File: src/cssc_consts.vh
// Constants for the clock switch and sleep control block.
// Assumes byte-wide registers, each in one 32-bit Avalon word.
`ifndef CSSC_CONSTS_VH
`define CSSC_CONSTS_VH

// Register word addresses on the Avalon slave.
`define CSSC_ADDR_CMD 2'h0
`define CSSC_ADDR_SEL 2'h1
`define CSSC_ADDR_SLEEP 2'h2

// Clock command/status register fields.
`define CSSC_CMD_UNLOCK_BIT 7
`define CSSC_CMD_STABLE_BIT 4
`define CSSC_CMD_UNLOCK_WORD 8'h80
`define CSSC_CMD_RESET 4'h0

// Clock selection register fields.
`define CSSC_SEL_PIN_BIT 6
`define CSSC_SEL_SUT_LSB 4

// Sleep control register fields.
`define CSSC_SLP_ARM_BIT 0
`define CSSC_SLP_KIND_LSB 1
`define CSSC_SLP_BUSY_BIT 7
`define CSSC_SLP_KIND_RESET 3'h0

// Command codes.
`define CSSC_CMD_NONE 4'h0
`define CSSC_CMD_DISABLE 4'h1
`define CSSC_CMD_ENABLE 4'h2
`define CSSC_CMD_AVAIL 4'h3
`define CSSC_CMD_SWITCH 4'h4
`define CSSC_CMD_RECOVER 4'h5
`define CSSC_CMD_UNDEF 4'h6
`define CSSC_CMD_CLKOUT 4'h7

// Sleep kinds.
`define CSSC_KIND_IDLE 3'h0
`define CSSC_KIND_ADCNR 3'h1
`define CSSC_KIND_PDOWN 3'h2
`define CSSC_KIND_STANDBY 3'h6

// Timing counts in core clock cycles.
`define CSSC_UNLOCK_CYC 3'h4
`define CSSC_WAKE_EXTRA_CYC 12'h004
`define CSSC_STANDBY_CYC 12'h006
`define CSSC_SUT0_CYC 12'h010
`define CSSC_SUT1_CYC 12'h040
`define CSSC_SUT2_CYC 12'h100
`define CSSC_SUT3_CYC 12'h400

`endif

File: src/cssc_unlock.v
// Four-cycle unlock window for the clock command register.
// Assumes set and close requests are one-cycle pulses from the bus logic.
`timescale 1ns/1ps
`include "cssc_consts.vh"

module cssc_unlock (
    // Clock and reset
    input wire core_clk,
    input wire srst,
    // Requests
    input wire set_req,
    input wire close_req,
    // Window state
    output reg open
);

reg [2:0] count;

always @(posedge core_clk) begin
    if (srst) begin
        open <= 1'b0;
        count <= 3'h0;
    end else if (open) begin
        // early close on command
        if (close_req || count == `CSSC_UNLOCK_CYC - 3'h1) begin
            open <= 1'b0;
        end
        // rewrite does not restart
        count <= count + 3'h1;
    end else if (set_req) begin
        open <= 1'b1;
        count <= 3'h0;
    end
end

endmodule // cssc_unlock

File: src/cssc_wake_timer.v
// Down-counter that times the stall between a wake event and resumption.
// Assumes start is a one-cycle pulse and load is at least two.
// Done rises one cycle before the count runs out, so that the resume pulse
// registered from it lands exactly load cycles after start.
`timescale 1ns/1ps

module cssc_wake_timer (
    // Clock and reset
    input wire core_clk,
    input wire srst,
    // Start
    input wire start,
    input wire [11:0] load,
    // Status
    output reg busy,
    output reg done
);

reg [11:0] remain;

always @(posedge core_clk) begin
    if (srst) begin
        busy <= 1'b0;
        done <= 1'b0;
        remain <= 12'h000;
    end else if (start) begin
        busy <= 1'b1;
        done <= 1'b0;
        remain <= load;
    end else if (busy) begin
        remain <= remain - 12'h001;
        if (remain == 12'h002) begin
            busy <= 1'b0;
            done <= 1'b1;
        end else begin
            done <= 1'b0;
        end
    end else begin
        done <= 1'b0;
    end
end

endmodule // cssc_wake_timer

File: src/cssc_top.v
// Clock command unlock, clock switch command issue and sleep-mode clock gating.
// Assumes synchronous inputs, one-cycle pulses on halt and confirm, and
// that watchdog, brown-out and external resets all arrive on srst.
//
// What this block and its software do
// Unlock sets only when other bits are zero.
// Unlock clears after four cycles or command.
// Rewriting unlock neither restarts nor clears window.
// Reserved bits read back as zero.
// Availability request clears the stable flag.
// Stable flag sets on availability confirmation only.
// Command field decodes to the listed commands.
// Software writes unlock, then command within four.
// Software keeps interrupts off during the sequence.
// Pin select from fuse, used by output command.
// Startup code from fuse, feeds enable/disable.
// Source code from fuse, feeds four commands.
// Recover loads the currently driving source code.
// Sleep needs arm bit plus halt; kind selects.
// Interrupt wake stalls four beyond startup, then resumes.
// State kept in sleep; reset wakes to vector.
// Idle stops only core and program-memory clocks.
// Idle wakes on external and internal interrupts.
// Noise reduction also stops the peripheral clock.
// Noise reduction wakes on listed sources only.
// Power-down halts all clocks; few wake sources.
// Standby keeps oscillator, wakes in six cycles.
// Reserved sleep kinds enter no sleep.
// Command writes while locked are ignored.
// Undefined command 0110 does nothing.
`timescale 1ns/1ps
`include "cssc_consts.vh"

module cssc_top (
    // Clock and reset
    input wire core_clk,
    input wire srst,
    // Avalon-MM slave
    input wire [1:0] avs_address,
    input wire avs_read,
    input wire avs_write,
    input wire [31:0] avs_writedata,
    input wire [3:0] avs_byteenable,
    output reg [31:0] avs_readdata,
    output reg avs_waitrequest,
    // Fuses sampled during reset
    input wire [3:0] source_fuse,
    input wire [1:0] startup_fuse,
    input wire clkout_fuse,
    // Clock switch command port
    output reg switch_cmd_valid,
    output reg [3:0] switch_cmd_code,
    output reg [3:0] switch_cmd_source,
    output reg [1:0] switch_cmd_startup,
    output reg switch_cmd_pin_select,
    input wire avail_confirm,
    input wire [3:0] current_source,
    // Core and wake events
    input wire halt_exec,
    input wire wake_ext_irq,
    input wire wake_int_irq,
    input wire wake_adc_done,
    input wire wake_timer_irq,
    input wire wake_mem_ready,
    input wire wake_ext_level,
    input wire wake_pwm_unit_irq,
    // Clock domain gating and status
    output reg core_clock_domain_en,
    output reg program_memory_clock_domain_en,
    output reg peripheral_clock_domain_en,
    output reg generated_clock_en,
    output reg oscillator_en,
    output reg wake_resume,
    output reg sleeping
);

localparam ST_RUN = 3'b001;
localparam ST_SLEEP = 3'b010;
localparam ST_WAKE = 3'b100;

// command decode
function cmd_is_active;
    input [3:0] code;
    begin
        case (code)
            `CSSC_CMD_DISABLE, `CSSC_CMD_ENABLE, `CSSC_CMD_AVAIL,
            `CSSC_CMD_SWITCH, `CSSC_CMD_RECOVER, `CSSC_CMD_CLKOUT: cmd_is_active = 1'b1;
            default: cmd_is_active = 1'b0;
        endcase
    end
endfunction

// reserved kinds rejected
function kind_defined;
    input [2:0] kind;
    begin
        case (kind)
            `CSSC_KIND_IDLE, `CSSC_KIND_ADCNR,
            `CSSC_KIND_PDOWN, `CSSC_KIND_STANDBY: kind_defined = 1'b1;
            default: kind_defined = 1'b0;
        endcase
    end
endfunction

function [11:0] sut_cycles;
    input [1:0] code;
    begin
        case (code)
            2'h0: sut_cycles = `CSSC_SUT0_CYC;
            2'h1: sut_cycles = `CSSC_SUT1_CYC;
            2'h2: sut_cycles = `CSSC_SUT2_CYC;
            default: sut_cycles = `CSSC_SUT3_CYC;
        endcase
    end
endfunction

// Bus handshake: every access is answered on the second cycle.
wire bus_req = avs_read | avs_write;
wire bus_done = bus_req & ~avs_waitrequest;

always @(posedge core_clk) begin
    if (srst) begin
        avs_waitrequest <= 1'b1;
    end else if (bus_req && avs_waitrequest) begin
        avs_waitrequest <= 1'b0;
    end else begin
        avs_waitrequest <= 1'b1;
    end
end

wire [7:0] wbyte = avs_writedata[7:0];
wire wr_lane = bus_done & avs_write & avs_byteenable[0];
wire wr_cmd = wr_lane && avs_address == `CSSC_ADDR_CMD;
wire wr_sel = wr_lane && avs_address == `CSSC_ADDR_SEL;
wire wr_sleep = wr_lane && avs_address == `CSSC_ADDR_SLEEP;

// Register state
reg [3:0] cmd_field;
reg source_stable_flag;
reg clock_pin_drive_select;
reg [1:0] startup_time_code;
reg [3:0] source_select_code;
reg sleep_arm;
reg [2:0] sleep_kind;
wire clock_cmd_unlock;

// unlock only with other bits zero
wire unlock_set = wr_cmd && wbyte == `CSSC_CMD_UNLOCK_WORD;
// command only inside window
wire cmd_write = wr_cmd && !wbyte[`CSSC_CMD_UNLOCK_BIT] && clock_cmd_unlock;
// undefined and 1xxx issue nothing
wire cmd_issue = cmd_write && cmd_is_active(wbyte[3:0]);

cssc_unlock u_unlock (
    .core_clk(core_clk),
    .srst(srst),
    .set_req(unlock_set),
    .close_req(cmd_write),
    .open(clock_cmd_unlock)
);

always @(posedge core_clk) begin
    if (srst) begin
        cmd_field <= `CSSC_CMD_RESET;
    end else if (cmd_write) begin
        cmd_field <= wbyte[3:0];
    end
end

always @(posedge core_clk) begin
    if (srst) begin
        source_stable_flag <= 1'b0;
    end else if (avail_confirm) begin
        // set on confirmation, wins over clear
        source_stable_flag <= 1'b1;
    end else if (cmd_issue && wbyte[3:0] == `CSSC_CMD_AVAIL) begin
        // cleared on request
        source_stable_flag <= 1'b0;
    end
end

// Selection fields reload from fuses while reset is held.
always @(posedge core_clk) begin
    if (srst) begin
        // fuse load
        clock_pin_drive_select <= clkout_fuse;
        startup_time_code <= startup_fuse;
        source_select_code <= source_fuse;
    end else if (cmd_issue && wbyte[3:0] == `CSSC_CMD_RECOVER) begin
        // recover driving source only
        source_select_code <= current_source;
    end else if (wr_sel) begin
        clock_pin_drive_select <= wbyte[`CSSC_SEL_PIN_BIT];
        startup_time_code <= wbyte[`CSSC_SEL_SUT_LSB +: 2];
        source_select_code <= wbyte[3:0];
    end
end

// Command port carries the selection fields current at issue time.
always @(posedge core_clk) begin
    if (srst) begin
        switch_cmd_valid <= 1'b0;
        switch_cmd_code <= `CSSC_CMD_NONE;
        switch_cmd_source <= 4'h0;
        switch_cmd_startup <= 2'h0;
        switch_cmd_pin_select <= 1'b0;
    end else begin
        // issue decoded command
        switch_cmd_valid <= cmd_issue;
        if (cmd_issue) begin
            switch_cmd_code <= wbyte[3:0];
            // source code operand
            switch_cmd_source <= source_select_code;
            // startup code operand
            switch_cmd_startup <= startup_time_code;
            // pin select operand
            switch_cmd_pin_select <= clock_pin_drive_select;
        end
    end
end

always @(posedge core_clk) begin
    if (srst) begin
        sleep_arm <= 1'b0;
        sleep_kind <= `CSSC_SLP_KIND_RESET;
    end else if (wr_sleep) begin
        sleep_arm <= wbyte[`CSSC_SLP_ARM_BIT];
        sleep_kind <= wbyte[`CSSC_SLP_KIND_LSB +: 3];
    end
end

// Read data are captured on the cycle the answer is prepared.
always @(posedge core_clk) begin
    if (srst) begin
        avs_readdata <= 32'h00000000;
    end else if (bus_req && avs_waitrequest) begin
        // reserved bits zero
        case (avs_address)
            `CSSC_ADDR_CMD: avs_readdata <= {24'h000000, clock_cmd_unlock, 2'h0,
                                             source_stable_flag, cmd_field};
            `CSSC_ADDR_SEL: avs_readdata <= {24'h000000, 1'b0, clock_pin_drive_select,
                                             startup_time_code, source_select_code};
            `CSSC_ADDR_SLEEP: avs_readdata <= {24'h000000, sleeping, 3'h0,
                                               sleep_kind, sleep_arm};
            default: avs_readdata <= 32'h00000000;
        endcase
    end
end

// Sleep sequencing
reg [2:0] state;
reg [2:0] next_state;
reg [2:0] mode;
reg [11:0] next_wake_load;
reg wake_hit;
wire wake_busy;
wire wake_done;

always @* begin
    case (mode)
        // idle wakes on any interrupt
        `CSSC_KIND_IDLE: wake_hit = wake_ext_irq | wake_int_irq | wake_adc_done |
                                    wake_timer_irq | wake_mem_ready | wake_ext_level |
                                    wake_pwm_unit_irq;
        // noise reduction wake set
        `CSSC_KIND_ADCNR: wake_hit = wake_adc_done | wake_timer_irq | wake_mem_ready |
                                     wake_ext_level;
        // deep modes wake set
        default: wake_hit = wake_pwm_unit_irq | wake_ext_level;
    endcase
end

always @* begin
    case (mode)
        // standby six-cycle wake
        `CSSC_KIND_STANDBY: next_wake_load = `CSSC_STANDBY_CYC;
        // startup plus four
        `CSSC_KIND_PDOWN: next_wake_load = sut_cycles(startup_time_code) +
                                           `CSSC_WAKE_EXTRA_CYC;
        default: next_wake_load = `CSSC_WAKE_EXTRA_CYC;
    endcase
end

always @* begin
    case (state)
        ST_RUN: begin
            // armed halt with valid kind
            if (halt_exec && sleep_arm && kind_defined(sleep_kind)) begin
                next_state = ST_SLEEP;
            end else begin
                next_state = ST_RUN;
            end
        end
        ST_SLEEP: next_state = wake_hit ? ST_WAKE : ST_SLEEP;
        ST_WAKE: next_state = wake_done ? ST_RUN : ST_WAKE;
        default: next_state = ST_RUN;
    endcase
end

cssc_wake_timer u_wake (
    .core_clk(core_clk),
    .srst(srst),
    .start(state == ST_SLEEP && wake_hit),
    .load(next_wake_load),
    .busy(wake_busy),
    .done(wake_done)
);

// A reset in any state returns to run; register contents outside this
// block are not touched, so memory keeps its value across sleep.
always @(posedge core_clk) begin
    if (srst) begin
        // reset wakes the device
        state <= ST_RUN;
        mode <= `CSSC_KIND_IDLE;
    end else begin
        state <= next_state;
        if (state == ST_RUN && next_state == ST_SLEEP) begin
            mode <= sleep_kind;
        end
    end
end

always @(posedge core_clk) begin
    if (srst) begin
        core_clock_domain_en <= 1'b1;
        program_memory_clock_domain_en <= 1'b1;
        peripheral_clock_domain_en <= 1'b1;
        generated_clock_en <= 1'b1;
        oscillator_en <= 1'b1;
        wake_resume <= 1'b0;
        sleeping <= 1'b0;
    end else begin
        wake_resume <= state == ST_WAKE && wake_done;
        sleeping <= next_state != ST_RUN;
        case (next_state)
            ST_SLEEP: begin
                // core and program memory stop
                core_clock_domain_en <= 1'b0;
                program_memory_clock_domain_en <= 1'b0;
                // peripheral clock also stops
                peripheral_clock_domain_en <= sleep_kind == `CSSC_KIND_IDLE ||
                                              mode == `CSSC_KIND_IDLE && state == ST_SLEEP;
                // deep modes halt generated clocks
                generated_clock_en <= (state == ST_SLEEP) ?
                                      (mode == `CSSC_KIND_IDLE || mode == `CSSC_KIND_ADCNR) :
                                      (sleep_kind == `CSSC_KIND_IDLE ||
                                       sleep_kind == `CSSC_KIND_ADCNR);
                // standby keeps oscillator
                oscillator_en <= (state == ST_SLEEP) ? (mode != `CSSC_KIND_PDOWN) :
                                 (sleep_kind != `CSSC_KIND_PDOWN);
            end
            ST_WAKE: begin
                // core stays stalled during wake
                core_clock_domain_en <= 1'b0;
                program_memory_clock_domain_en <= 1'b0;
                peripheral_clock_domain_en <= 1'b1;
                generated_clock_en <= 1'b1;
                oscillator_en <= 1'b1;
            end
            default: begin
                core_clock_domain_en <= 1'b1;
                program_memory_clock_domain_en <= 1'b1;
                peripheral_clock_domain_en <= 1'b1;
                generated_clock_en <= 1'b1;
                oscillator_en <= 1'b1;
            end
        endcase
    end
end

endmodule // cssc_top

File: config.mk
export PLATFORM = sky130hd
export DESIGN_NAME = cssc_top
export DESIGN_NICKNAME = d
export VERILOG_FILES = /design/src/cssc_unlock.v /design/src/cssc_wake_timer.v /design/src/cssc_top.v
export VERILOG_INCLUDE_DIRS = /design/src
export SDC_FILE = /design/constraint.sdc
export NUM_CORES = 1
export LEC_CHECK = 0
export BUFFER_PORTS_ARGS = -buffer_cell sky130_fd_sc_hd__buf_2
export CELL_PAD_IN_SITES_DETAIL_PLACEMENT = 0
export CELL_PAD_IN_SITES_GLOBAL_PLACEMENT = 1
export CORE_UTILIZATION = 40
export CTS_BUF_LIST = sky130_fd_sc_hd__clkbuf_4
export CTS_CLUSTER_DIAMETER = 120
export CTS_CLUSTER_SIZE = 30
export DETAILED_ROUTE_END_ITERATION = 16
export PLACE_DENSITY = 0.95
export SYNTH_ARGS = -nofsm -noshare
export SYNTH_HDL_FRONTEND = slang
export SYNTH_SLANG_ARGS = --single-unit
File: constraint.sdc
create_clock -name core_clk -period 2.85 [get_ports core_clk]
set_input_delay 0.1425 -clock core_clk [delete_from_list [all_inputs] [get_ports core_clk]]
set_output_delay 0.1425 -clock core_clk [all_outputs]
set_load 0.03 [all_outputs]
After elaboration in Yosys (flattened, before gate mapping)
Index checks and enable logic that the tools add are counted.
- word-level logic and storage cells: 149
- register bits: 91
- output and inout port bits: 52
- input port bits: 62
- equal/unequal tests: 28
- multiplexer cells: 38
- add/subtract/negate cells: 3
- reductions and logical operators: 36
- bitwise operators: 17
- operator list (operator ; count):
    two-way mux 12 bit ; 3
    one-hot mux 11 bit (3 select lines) ; 1
    one-hot mux 12 bit (2 select lines) ; 1
    one-hot mux 8 bit (3 select lines) ; 1
    two-way mux 1 bit ; 19
    logical AND 1 bit ; 16
    equality test 3 x 2 -> 1 bit (second input constant) ; 5
    adder 12 x 3 -> 12 bit (second input constant) ; 1
    equality test 12 x 2 -> 1 bit (second input constant) ; 1
    equality test 3 bit (second input constant) ; 4
    equality test 4 x 3 -> 1 bit (second input constant) ; 3
    two-way mux 3 bit ; 4
    two-way mux 4 bit ; 3
    subtractor 12 x 1 -> 12 bit (second input constant) ; 1
    OR 1 bit ; 11
    equality test 3 x 1 -> 1 bit (second input constant) ; 3
    one-hot mux 3 bit (3 select lines) ; 1
    equality test 4 x 2 -> 1 bit (second input constant) ; 2
    equality test 8 bit (second input constant) ; 1
    two-way mux 2 bit ; 4
    nonzero test 2 bit ; 4
    zero test 3 bit ; 2
    != test 3 x 2 -> 1 bit (second input constant) ; 2
    OR reduction 6 bit ; 1
    17 further kinds ; 28

Longest topological paths before layout
Gate-level depths: netlist of run 1.
- word-level depth: 12
- gate-level depth with buffers: 8
- mapped depth without buffers: 7

Modules after synthesis
From an unflattened synthesis of run 1, not the netlist that was laid out.
- cell total of the unflattened synthesis: 384
- area, all modules: 3482.1 µm²
- modules (own cells, without submodules) (module ; area an instance (µm²) ; cells each ; sequential area each (µm²) ; times used):
    cssc_top ; 2464.9 ; 267 ; 1051.0 ; 1
    cssc_wake_timer ; 828.3 ; 99 ; 280.3 ; 1
    cssc_unlock ; 188.9 ; 18 ; 80.1 ; 1

Least setup slack after synthesis of run 1
Ideal clock, no wire load.
- path kind: flip-flop to flip-flop
- start: reg avs_waitrequest
- end: reg source_select_code[1], data pin
- setup slack: 950 ps
- library setup time: 261 ps
- data required time: 2589 ps
- period minus slack after synthesis: 1900 ps
- stages on the path, launching flop included: 7
- buffers on the path: 1
- data arrival time: 1639 ps
- cell sequence: dfxtp_1 and4bb_4 and4bb_1 buf_4 nand2b_1 nor3_1 a221o_1
- longest elaborated chain between the ends: 11
- ends and longest elaborated chain (what ; RTL line ; text):
    start, declared ; cssc_top.v:45 ; output reg avs_waitrequest,
    start signal, assigned ; cssc_top.v:123 ; avs_waitrequest <= 1'b1;
    start signal, assigned ; cssc_top.v:125 ; avs_waitrequest <= 1'b0;
    start signal, assigned ; cssc_top.v:127 ; avs_waitrequest <= 1'b1;
    NOT 1 bit ; cssc_top.v:119 ; wire bus_done = bus_req & ~avs_waitrequest;
    bitwise AND 1 bit ; cssc_top.v:119 ;
    bitwise AND 1 bit (2 in series) ; cssc_top.v:132 ; wire wr_lane = bus_done & avs_write & avs_byteenable[0];
    logical AND 1 bit (no line) ; - ;
    logical AND 1 bit (2 in series) ; cssc_top.v:150 ; wire cmd_write = wr_cmd && !wbyte[`CSSC_CMD_UNLOCK_BIT] && clock_cmd_unlock;
    logical AND 1 bit ; cssc_top.v:152 ; wire cmd_issue = cmd_write && cmd_is_active(wbyte[3:0]);
    logical AND 1 bit (no line) ; - ;
    two-way mux 4 bit ; cssc_top.v:189 ; end else if (cmd_issue && wbyte[3:0] == `CSSC_CMD_RECOVER) begin
    two-way mux 4 bit ; cssc_top.v:184 ; if (srst) begin
    end signal, assigned ; cssc_top.v:188 ; source_select_code <= source_fuse;
    end signal, assigned ; cssc_top.v:191 ; source_select_code <= current_source;
    end signal, assigned ; cssc_top.v:195 ; source_select_code <= wbyte[3:0];
    end, declared ; cssc_top.v:142 ; reg [3:0] source_select_code;
No other way between the ends.
A chain may end at the register's enable or synchronous reset.

Worst setup path after layout of run 1
- start: reg avs_waitrequest
- end: reg source_select_code[3], data pin
Same word-level chain as after synthesis.

==> results of run 1 <==
==> worst max-delay path by stage <==
stage | slack, ns | end | depth (start not counted)
finish | 0.30 | source_select_code[3] | 7
global route | 0.16 | source_select_code[3] | 7
CTS | 0.38 | source_select_code[3] | 7
detailed placement | 0.82 | u_wake.done | 5
global placement | 0.87 | u_wake.done | 5
floorplan | 0.95 | source_select_code[1] | 6
==> cells by family after synthesis <==
logic type | Yosys count | synth area share (%)
flops | 67 | 44.6
buf+inv | 49 | 9.46
mux | 27 | 8.67
simple gates | 138 | 22.8
xor+xnor | 11 | 3.05
fa+ha+maj | 4 | 1.58
other cells | 1 | 0.119
compound gates | 48 | 9.74
==> state kept, by name (all words and copies together), names as in the netlist, 2 cells and up <==
name and cells:
avs_readdata 8, cmd_field 4, mode 3, sleep_kind 3
source_select_code 4, startup_time_code 2, state 3, switch_cmd_code 4
switch_cmd_source 4, switch_cmd_startup 2, u_unlock.count 3, u_wake.remain 12
==> stage by stage <==
step | cell area, µm² | setup WS (ns) | util [%]
2_1_floorplan | 3250 | 0.950 | -
3_3_place_gp | 3450 | 0.866 | 44.8
3_5_place_dp | 3450 | 0.822 | 44.8
4_1_cts | 3630 | 0.381 | 47.2
5_1_grt | 3630 | 0.164 | 47.2
6_report | 3630 | 0.297 | 47.2
==> metal layers <==
metal / share of wire, % / track usage (%) / wire, µm / up-vias
li1: - / - / - / 1275
met1: 47 / 21.8 / 3190 / 1187
met2: 46 / 27.9 / 3130 / 63
met3: 3.8 / 3.79 / 259 / 18
met4: 2.8 / 9.92 / 187 / 0
met5: 0 / 0 / 0 / -
==> timing repair <==
action                                  CTS  global route
endpoints found under the setup margin    0             0
gates resized for setup                   0             0
hold endpoints to repair                  2             0
hold buffers                              3             0
==> layout by cell type, fill, tap and decap left out, types with 3 or more instances in the layout <==
cell type	netlist	layout
a211oi_1	7	7
a21oi_1	19	19
buf_2	2	62
buf_4	26	4
clkbuf_4	0	10
conb_1	1	24
dfxtp_1	60	60
dlygate4sd3_1	0	3
edfxtp_1	7	7
ha_1	4	4
inv_1	8	8
mux2_1	3	3
mux2i_1	24	24
nand2_1	19	19
nand2b_1	5	5
nand3_1	10	10
nor2_1	55	55
nor2b_1	6	6
nor3_1	14	14
nor3b_1	4	4
nor4_1	3	3
nor4b_1	3	3
o21ai_0	6	6
o21ai_1	4	4
xnor2_1	6	6
xor2_1	5	5
==> area by class of cell <==
| cell class | count | area [µm²] |
|---|---|---|
| clock buffers | 10 | 75.1 |
| well taps | 102 | 128 |
| clock inverters | 6 | 80.1 |
| multi-input cells | 252 | 1540 |
| repair buffers | 69 | 370 |
| flip-flops and latches | 67 | 1410 |
| fillers | 763 | 4060 |
| inverters | 8 | 30.0 |
==> power groups by stage <==
| stage | Sequential, mW | Clock, mW | Combinational, mW |
|---|---|---|---|
| floorplan | 1.01 | 0 | 0.130 |
| CTS | 0.982 | 0.709 | 0.175 |
| global placement | 1.00 | 0 | 0.169 |
| detailed placement | 1.00 | 0 | 0.171 |
| global route | 0.985 | 0.753 | 0.191 |
| finish | 0.982 | 0.699 | 0.176 |
==> worst max-delay path, delay by kind of cell, from the launching register on <==
kind / cells / cell delay, ns
AND/OR/NAND/NOR: 4 / 1.12
buffers and inverters: 2 / 0.74
flip-flops: 1 / 0.36
AO/OA/AOI/OAI: 1 / 0.22
==> impl_metrics.env, run 1 <==
export IMPL_seq_area_frac_synth_pct=44.6
export IMPL_worstPathRequired_ns=3.14
export IMPL_synth_most_common_cell="dfxtp_1"
export IMPL_avgViaCountPerCell=4.95
export IMPL_synthTopCellsByCount="60 x dfxtp_1, 55 x nor2_1, 26 x buf_4"
export IMPL_arrival_ns=2.84
export IMPL_synth_flop_cell="dfxtp_1"
export IMPL_grt_usage_pct=17.5
export IMPL_grt_pass1_wl_um=11300
export IMPL_final_nets=473
export IMPL_vias=2543
export IMPL_antenna_cells=0
export IMPL_violations="DRC"
export IMPL_whs_path_depth=2
export IMPL_yosysTopAreaCellShare_pct=38.0
export IMPL_coreArea_mm2=0.00769
export IMPL_die_width_um=90.9
export IMPL_finalHoldViolations=0
export IMPL_postRouteAntennaNets=0
export IMPL_whs_ns=0.0199
export IMPL_cts_tree="done"
export IMPL_cts_buffer_depth=2
export IMPL_numPortBuffers=62
export IMPL_yosys_warnings=0
export IMPL_synth_edf_count=7
export IMPL_startpoint_type="flop"
export IMPL_min_path_type="input port to flop"
export IMPL_h_tree_depth=3
export IMPL_final_cells=514
export IMPL_timing_rr_start="avs_waitrequest"
export IMPL_ir_worst_vdd_mv=0.170
export IMPL_drc=1
export IMPL_r2r_end="source_select_code[3]"
export IMPL_hpwl_um=4940
export IMPL_clkPwrFrac_pct=37.6
export IMPL_drv_cap=0
export IMPL_fin_crit_sh_pct=89.6
export IMPL_timing_setup_tns_ns=0
export IMPL_min_from="clkout_fuse"
export IMPL_slew_violations=0
export IMPL_area_growth_pct=14.9
export IMPL_avgSynthCellArea_um2=9.16
export IMPL_cell_internal_pwr_mw=1.38
export IMPL_firstDrtPassIters=10
export IMPL_cts_root_buf="clkbuf_4"
export IMPL_clk_pin_slew_worst_paths_ns=0.11
export IMPL_fp_row_count=32
export IMPL_seqPwrFrac_pct=52.9
export IMPL_final_layout_size_suffix_gt1_share_pct=21.4
export IMPL_switching_share_pct=25.7
export IMPL_die_area_mm2=0.00826
export IMPL_wire_per_inst_um=13.2
export IMPL_clkSinkCount=67
export IMPL_fin_worst_skew_ns=0.0129
export IMPL_io_pins=114
export IMPL_finalCriticalPeriod_ns=2.55
export IMPL_min_to="clock_pin_drive_select"
export IMPL_yosys_area_top_type="dfxtp_1"
export IMPL_r2r_slack_ns=0.30
export IMPL_status="finished with violations"
export IMPL_async_flop_share_pct=0
export IMPL_wirelength_um=6780
export IMPL_grt_ovfl_total=0
export IMPL_critPathLaunch="avs_waitrequest"
export IMPL_criticalPathCategory="flop to flop"
export IMPL_initial_utilization_pct=41.1
export IMPL_p_per_area_mw_per_mm2=511
export IMPL_synth_area_mm2=0.00316
export IMPL_r2r_cells=7
export IMPL_die_h_um=90.9
export IMPL_cp_slowest_cell="dlygate4sd3_1"
export IMPL_critical_path_cell_chain="and4bb_4, and4bb_1, buf_4, nand2b_1, nor3_1, a221o_1, dlygate4sd3_1"
export IMPL_power_mw=1.86
export IMPL_leakage_nw=1.51
export IMPL_ys_ff_latch=67
export IMPL_power_switching_mw=0.478
export IMPL_dp_cells=495
export IMPL_tightest_slew_ns=0.777
export IMPL_setup_violations_final=0
export IMPL_fmax_mhz=392
export IMPL_synth_area_leaders="dfxtp_1 38%, mux2i_1 7.6%, edfxtp_1 6.6%, nor2_1 6.5%, buf_4 6.2%"
export IMPL_max_stage_delay_ns=0.57
export IMPL_cts_inserted_buffers=9
export IMPL_comb_power_share_pct=9.5
export IMPL_critPathCaptureType="flop"
export IMPL_cts_setup_buffers=0
export IMPL_synth_cell_types=52
export IMPL_grt_max_degree=34
export IMPL_crit_path_max_fanout=7
export IMPL_clkLatencyLatePin_ns=0.42
export IMPL_relSlewSlack_pct=47.9
export IMPL_gp_congestion=0.770
export IMPL_rsz0062_at_grt="no"
export IMPL_synthCells=345
export IMPL_detail_route_iter0_violations=118
export IMPL_grt_pass1_vias=2428
export IMPL_grt_antenna_before_repair=0
Power figures use the tool's default switching activity.
==> run 2, diff against run 1 <==
--- a/config.mk
+++ b/config.mk
@@ -9,12 +9,14 @@
 export BUFFER_PORTS_ARGS = -buffer_cell sky130_fd_sc_hd__buf_2
 export CELL_PAD_IN_SITES_DETAIL_PLACEMENT = 0
 export CELL_PAD_IN_SITES_GLOBAL_PLACEMENT = 1
-export CORE_UTILIZATION = 40
+export CORE_MARGIN = 3
+export CORE_UTILIZATION = 30
 export CTS_BUF_LIST = sky130_fd_sc_hd__clkbuf_4
 export CTS_CLUSTER_DIAMETER = 120
 export CTS_CLUSTER_SIZE = 30
 export DETAILED_ROUTE_END_ITERATION = 16
-export PLACE_DENSITY = 0.95
+export PLACE_DENSITY = 0.76
 export SYNTH_ARGS = -nofsm -noshare
 export SYNTH_HDL_FRONTEND = slang
 export SYNTH_SLANG_ARGS = --single-unit
+export TNS_END_PERCENT = 100
==> impl_metrics.env, run 2 (synthesis results as in run 1) <==
export IMPL_status="completed"
export IMPL_slew_violations=0
export IMPL_cts_buffer_depth=2
export IMPL_wire_per_inst_um=13.2
export IMPL_finalCriticalPeriod_ns=2.53
export IMPL_n_fill_cell=1049
export IMPL_detail_route_iter0_violations=163
export IMPL_power_mw=1.90
export IMPL_grt_max_degree=44
export IMPL_gp_congestion=0.780
export IMPL_clk_pin_slew_worst_paths_ns=0.13
export IMPL_drv_cap=0
export IMPL_io_pins=114
export IMPL_coreArea_mm2=0.0100
export IMPL_relSlewSlack_pct=45.7
export IMPL_min_path_type="input port to flop"
export IMPL_final_layout_size_suffix_gt1_share_pct=21.6
export IMPL_ir_worst_vdd_mv=0.226
export IMPL_clkPwrFrac_pct=38.3
export IMPL_rsz0062_at_grt="no"
export IMPL_critPathCaptureType="flop"
export IMPL_crit_path_max_fanout=7
export IMPL_fmax_mhz=396
export IMPL_reg_largest_list="u_wake.remain x12, avs_readdata x8"
export IMPL_min_from="current_source[2]"
export IMPL_whs_path_depth=3
export IMPL_hpwl_um=5410
export IMPL_cts_resized_gates=0
export IMPL_multiInputGateArea_mm2=0.00154
export IMPL_initial_utilization_pct=31.6
export IMPL_p_per_area_mw_per_mm2=502
export IMPL_grt_ovfl_total=0
export IMPL_cts_tree="done"
export IMPL_r2r_end="source_select_code[3]"
export IMPL_startpoint_type="flop"
export IMPL_drc=0
export IMPL_clkLatencyLatePin_ns=0.43
export IMPL_finalHoldViolations=0
export IMPL_die_width_um=109
export IMPL_arrival_ns=2.83
export IMPL_vias=2544
export IMPL_grt_antenna_before_repair=0
export IMPL_cell_internal_pwr_mw=1.40
export IMPL_area_growth_pct=19.5
export IMPL_grt_pass1_vias=2491
export IMPL_antenna_cells=0
export IMPL_r2r_slack_ns=0.32
export IMPL_r2r_cells=7
export IMPL_power_switching_mw=0.498
export IMPL_final_nets=483
export IMPL_layout_commonest_cell="buf_2"
export IMPL_tightest_slew_ns=0.815
export IMPL_fin_worst_skew_ns=0.0231
export IMPL_whs_ns=0.0434
export IMPL_seqPwrFrac_pct=51.9
export IMPL_largest_register_ffs=12
export IMPL_wirelength_um=7310
export IMPL_min_to="source_select_code[2]"
export IMPL_largest_register="u_wake.remain"
export IMPL_switching_share_pct=26.3
export IMPL_leakage_nw=1.56
export IMPL_postRouteAntennaNets=0
export IMPL_grt_pass1_wl_um=11800
export IMPL_comb_power_share_pct=9.8
export IMPL_firstDrtPassIters=4
export IMPL_fin_crit_sh_pct=88.6
export IMPL_avgViaCountPerCell=4.58
export IMPL_most_common_layout_cells="62 x buf_2, 60 x dfxtp_1, 55 x nor2_1, 24 x mux2i_1, 24 x conb_1"
export IMPL_grt_usage_pct=12.9
export IMPL_cts_root_buf="clkbuf_4"
export IMPL_criticalPathCategory="flop to flop"
export IMPL_worstPathRequired_ns=3.15
export IMPL_timing_rr_start="avs_waitrequest"
export IMPL_timing_setup_tns_ns=0
export IMPL_die_area_mm2=0.0118
export IMPL_cts_inserted_buffers=9
export IMPL_fp_row_count=36
export IMPL_h_tree_depth=3
export IMPL_numPortBuffers=62
export IMPL_die_h_um=109
export IMPL_setup_violations_final=0
export IMPL_regArea_mm2=0.00141
export IMPL_clkSinkCount=67
[run 2: worst max-delay path by stage]
stage	start	to	slack (ns)	cells after the start
2_1_floorplan	avs_waitrequest	source_select_code[1]	0.95	6
3_3_place_gp	avs_waitrequest	switch_cmd_source[2]	0.83	6
3_5_place_dp	avs_waitrequest	switch_cmd_source[2]	0.81	6
4_1_cts	avs_waitrequest	source_select_code[1]	0.32	7
5_1_grt	avs_waitrequest	source_select_code[1]	0.19	7
6_report	avs_waitrequest	source_select_code[3]	0.32	7
[run 2: worst max-delay path, cell delays in order (launching register included)]
cell and delay, ns:
dfxtp_1 0.35, and4bb_4 0.39, and4bb_1 0.24, buf_4 0.18, nand2b_1 0.14, nor3_1 0.36, a221o_1 0.20, dlygate4sd3_1 0.55
[run 2: cell type report]
class / count / share of cell area (%)
clock buffer: 10 / 1.99
clock inverter: 6 / 2.38
inverter: 8 / 0.795
multi-input combinational: 252 / 40.7
sequential: 67 / 37.4
tap: 133 / 4.40
timing repair buffer: 79 / 12.4
[run 2: power by group through the flow]
stage	Sequential [mW]	Combinational [mW]	Clock, mW
final	0.984	0.186	0.727
after global routing	0.986	0.204	0.785
after CTS	0.984	0.186	0.753
after detailed placement	1.01	0.171	0
after global placement	1.00	0.170	0
after floorplan	1.01	0.130	0
[run 2: stage by stage]
step / std cells / area (µm²) / worst slack [ns] / utilization (%)
2_1_floorplan: 368 / 3250 / 0.950 / -
3_3_place_gp: 527 / 3490 / 0.826 / 34.9
3_5_place_dp: 527 / 3490 / 0.807 / 34.9
4_1_cts: 555 / 3780 / 0.317 / 37.8
5_1_grt: 555 / 3780 / 0.191 / 37.8
6_report: 555 / 3780 / 0.324 / 37.8
[run 2: per-layer routing]
layer,track usage [%],part of all wire [%],up-vias
met2,20.7,46,82
met3,5.33,8.1,7
met1,16.2,46,1157
li1,-,-,1298
met5,0,0,-
met4,2.98,0.52,0
[run 2: what timing repair did]
action	4_1_cts	5_1_grt
setup buffers	0	0
endpoints found under the hold margin	7	0
hold buffers	12	0
==> run 3, diff against run 2 <==
--- a/config.mk
+++ b/config.mk
@@ -6,16 +6,14 @@
 export SDC_FILE = /design/constraint.sdc
 export NUM_CORES = 1
 export LEC_CHECK = 0
-export BUFFER_PORTS_ARGS = -buffer_cell sky130_fd_sc_hd__buf_2
-export CELL_PAD_IN_SITES_DETAIL_PLACEMENT = 0
-export CELL_PAD_IN_SITES_GLOBAL_PLACEMENT = 1
 export CORE_MARGIN = 3
 export CORE_UTILIZATION = 30
 export CTS_BUF_LIST = sky130_fd_sc_hd__clkbuf_4
 export CTS_CLUSTER_DIAMETER = 120
 export CTS_CLUSTER_SIZE = 30
 export DETAILED_ROUTE_END_ITERATION = 16
-export PLACE_DENSITY = 0.76
+export DONT_BUFFER_PORTS = 1
+export PLACE_DENSITY = 0.52
 export SYNTH_ARGS = -nofsm -noshare
 export SYNTH_HDL_FRONTEND = slang
 export SYNTH_SLANG_ARGS = --single-unit
==> impl_metrics.env, run 3 (synthesis results as in run 1) <==
export IMPL_status="completed"
export IMPL_ir_worst_vdd_mv=0.299
export IMPL_whs_ns=0.0468
export IMPL_die_area_mm2=0.0118
export IMPL_seqPwrFrac_pct=58.7
export IMPL_grt_usage_pct=13.4
export IMPL_finalHoldViolations=0
export IMPL_reg_largest_list="u_wake.remain x12, avs_readdata x8"
export IMPL_comb_power_share_pct=8.9
export IMPL_slew_violations=0
export IMPL_cts_root_buf="clkbuf_4"
export IMPL_grt_antenna_before_repair=0
export IMPL_n_fill_cell=1031
export IMPL_cts_buffer_depth=2
export IMPL_rsz0062_at_grt="no"
export IMPL_detail_route_iter0_violations=109
export IMPL_timing_setup_tns_ns=0
export IMPL_grt_ovfl_total=0
export IMPL_critPathLaunch="avs_waitrequest"
export IMPL_setup_violations_final=0
export IMPL_cts_setup_buffers=0
export IMPL_utilization_pct=35.9
export IMPL_initial_utilization_pct=31.6
export IMPL_area_growth_pct=13.4
export IMPL_leakage_nw=1.34
export IMPL_dpl_instance_area_mm2=0.00317
export IMPL_wirelength_um=7570
export IMPL_grt_pass1_wl_um=11900
export IMPL_worstPathRequired_ns=3.15
export IMPL_grt_pass1_vias=2266
export IMPL_relSlewSlack_pct=46.8
export IMPL_critPathCaptureType="flop"
export IMPL_min_path_type="input port to flop"
export IMPL_clk_pin_slew_worst_paths_ns=0.11
export IMPL_die_h_um=109
export IMPL_most_common_layout_cells="60 x dfxtp_1, 55 x nor2_1, 28 x dlygate4sd3_1, 24 x mux2i_1, 24 x conb_1"
export IMPL_critical_path_cell_chain="and4bb_4, and4bb_1, nand2b_1, nor3_1, a221o_1, dlygate4sd3_1"
export IMPL_tightest_slew_ns=0.793
export IMPL_criticalPathCategory="flop to flop"
export IMPL_hpwl_um=5090
export IMPL_fp_row_count=36
export IMPL_numPortBuffers=0
export IMPL_antenna_cells=0
export IMPL_cts_inserted_buffers=9
export IMPL_cell_internal_pwr_mw=1.23
export IMPL_final_area_mm2=0.00359
export IMPL_io_pins=114
export IMPL_postRouteAntennaNets=0
export IMPL_wire_per_inst_um=14.9
export IMPL_coreArea_mm2=0.0100
export IMPL_switching_share_pct=27.9
export IMPL_final_nets=436
export IMPL_grt_max_degree=55
export IMPL_largest_register="u_wake.remain"
export IMPL_cts_tree="done"
export IMPL_vias=2419
export IMPL_fin_worst_skew_ns=0.0219
export IMPL_avgViaCountPerCell=4.76
export IMPL_h_tree_depth=3
export IMPL_drc=0
export IMPL_power_switching_mw=0.475
export IMPL_firstDrtPassIters=4
export IMPL_min_from="avs_writedata[2]"
export IMPL_clkLatencyLatePin_ns=0.43
export IMPL_regArea_mm2=0.00141
export IMPL_p_per_area_mw_per_mm2=475
export IMPL_largest_register_ffs=12
export IMPL_clkSinkCount=67
export IMPL_max_stage_delay_ns=0.56
export IMPL_timing_rr_start="avs_waitrequest"
export IMPL_clkPwrFrac_pct=32.5
export IMPL_power_mw=1.70
export IMPL_crit_path_max_fanout=7
export IMPL_finalCriticalPeriod_ns=2.59
export IMPL_fin_crit_sh_pct=91.0
export IMPL_multiInputGateArea_mm2=0.00154
export IMPL_gp_congestion=0.755
export IMPL_cp_slowest_cell="dlygate4sd3_1"
export IMPL_layout_commonest_cell="dfxtp_1"
export IMPL_fmax_mhz=385
export IMPL_arrival_ns=2.89
export IMPL_drv_cap=0
export IMPL_die_width_um=109
export IMPL_final_layout_size_suffix_gt1_share_pct=7.20
export IMPL_startpoint_type="flop"
-- run 3: cell count changes in the layout (fill, tap and decap cells not counted) --
cell           before  now
buf_12              0    1
buf_2              62    0
buf_4               5    3
bufinv_16           2    0
clkbuf_4           10   12
clkinv_1            0    1
clkinv_2            1    0
clkinv_4            2    1
clkinvlp_4          1    2
dlygate4sd3_1      12   28
-- run 3: final cells by class --
class,count,share of cell area (%)
clock inverters,4,0.768
well taps,133,4.64
clock buffers,12,2.51
repair buffers,32,9.00
flip-flops and latches,67,39.4
inverters,8,0.837
multi-input cells,252,42.9
-- run 3: stage by stage --
step	setup slack, ns	std cells
2_1_floorplan	0.950	368
3_3_place_gp	0.765	463
3_5_place_dp	0.733	463
4_1_cts	0.283	508
5_1_grt	0.109	508
6_report	0.255	508
-- run 3: worst max-delay path, delay by kind of cell (launching register included) --
kind | cells | cell delay, ns
buffers and inverters | 1 | 0.56
and+or+nand+nor | 4 | 1.24
DFF | 1 | 0.44
AOI/OAI and AO/OA | 1 | 0.22
-- run 3: path summary, 6_finish.rpt --
path | end | slack, ns | cells after the start
max | source_select_code[3] | 0.26 | 6
min | source_select_code[2] | 0.05 | 2
max reg2reg | source_select_code[3] | 0.26 | 6
min reg2reg | u_unlock.count[2] | 0.48 | 1
-- run 3: layer usage --
| layer | vias up | wire length [µm] | GRT usage [%] |
|---|---|---|---|
| li1 | 1204 | - | - |
| met1 | 1132 | 3350 | 15.8 |
| met2 | 76 | 3520 | 21.3 |
| met3 | 7 | 639 | 6.39 |
| met4 | 0 | 63 | 4.33 |
| met5 | - | 0 | 0 |
-- run 3: repair_timing --
item,4_1_cts,5_1_grt
hold endpoints to repair,60,0
gates resized for setup,0,0
hold buffers,29,0
-- run 3: power by group through the flow --
stage	combinational [mW]	sequential, mW	clock [mW]
after floorplan	0.130	1.01	0
after global placement	0.0976	1.02	0
after detailed placement	0.0984	1.02	0
after CTS	0.149	1.00	0.582
after global routing	0.163	1.00	0.615
final	0.151	1.00	0.554
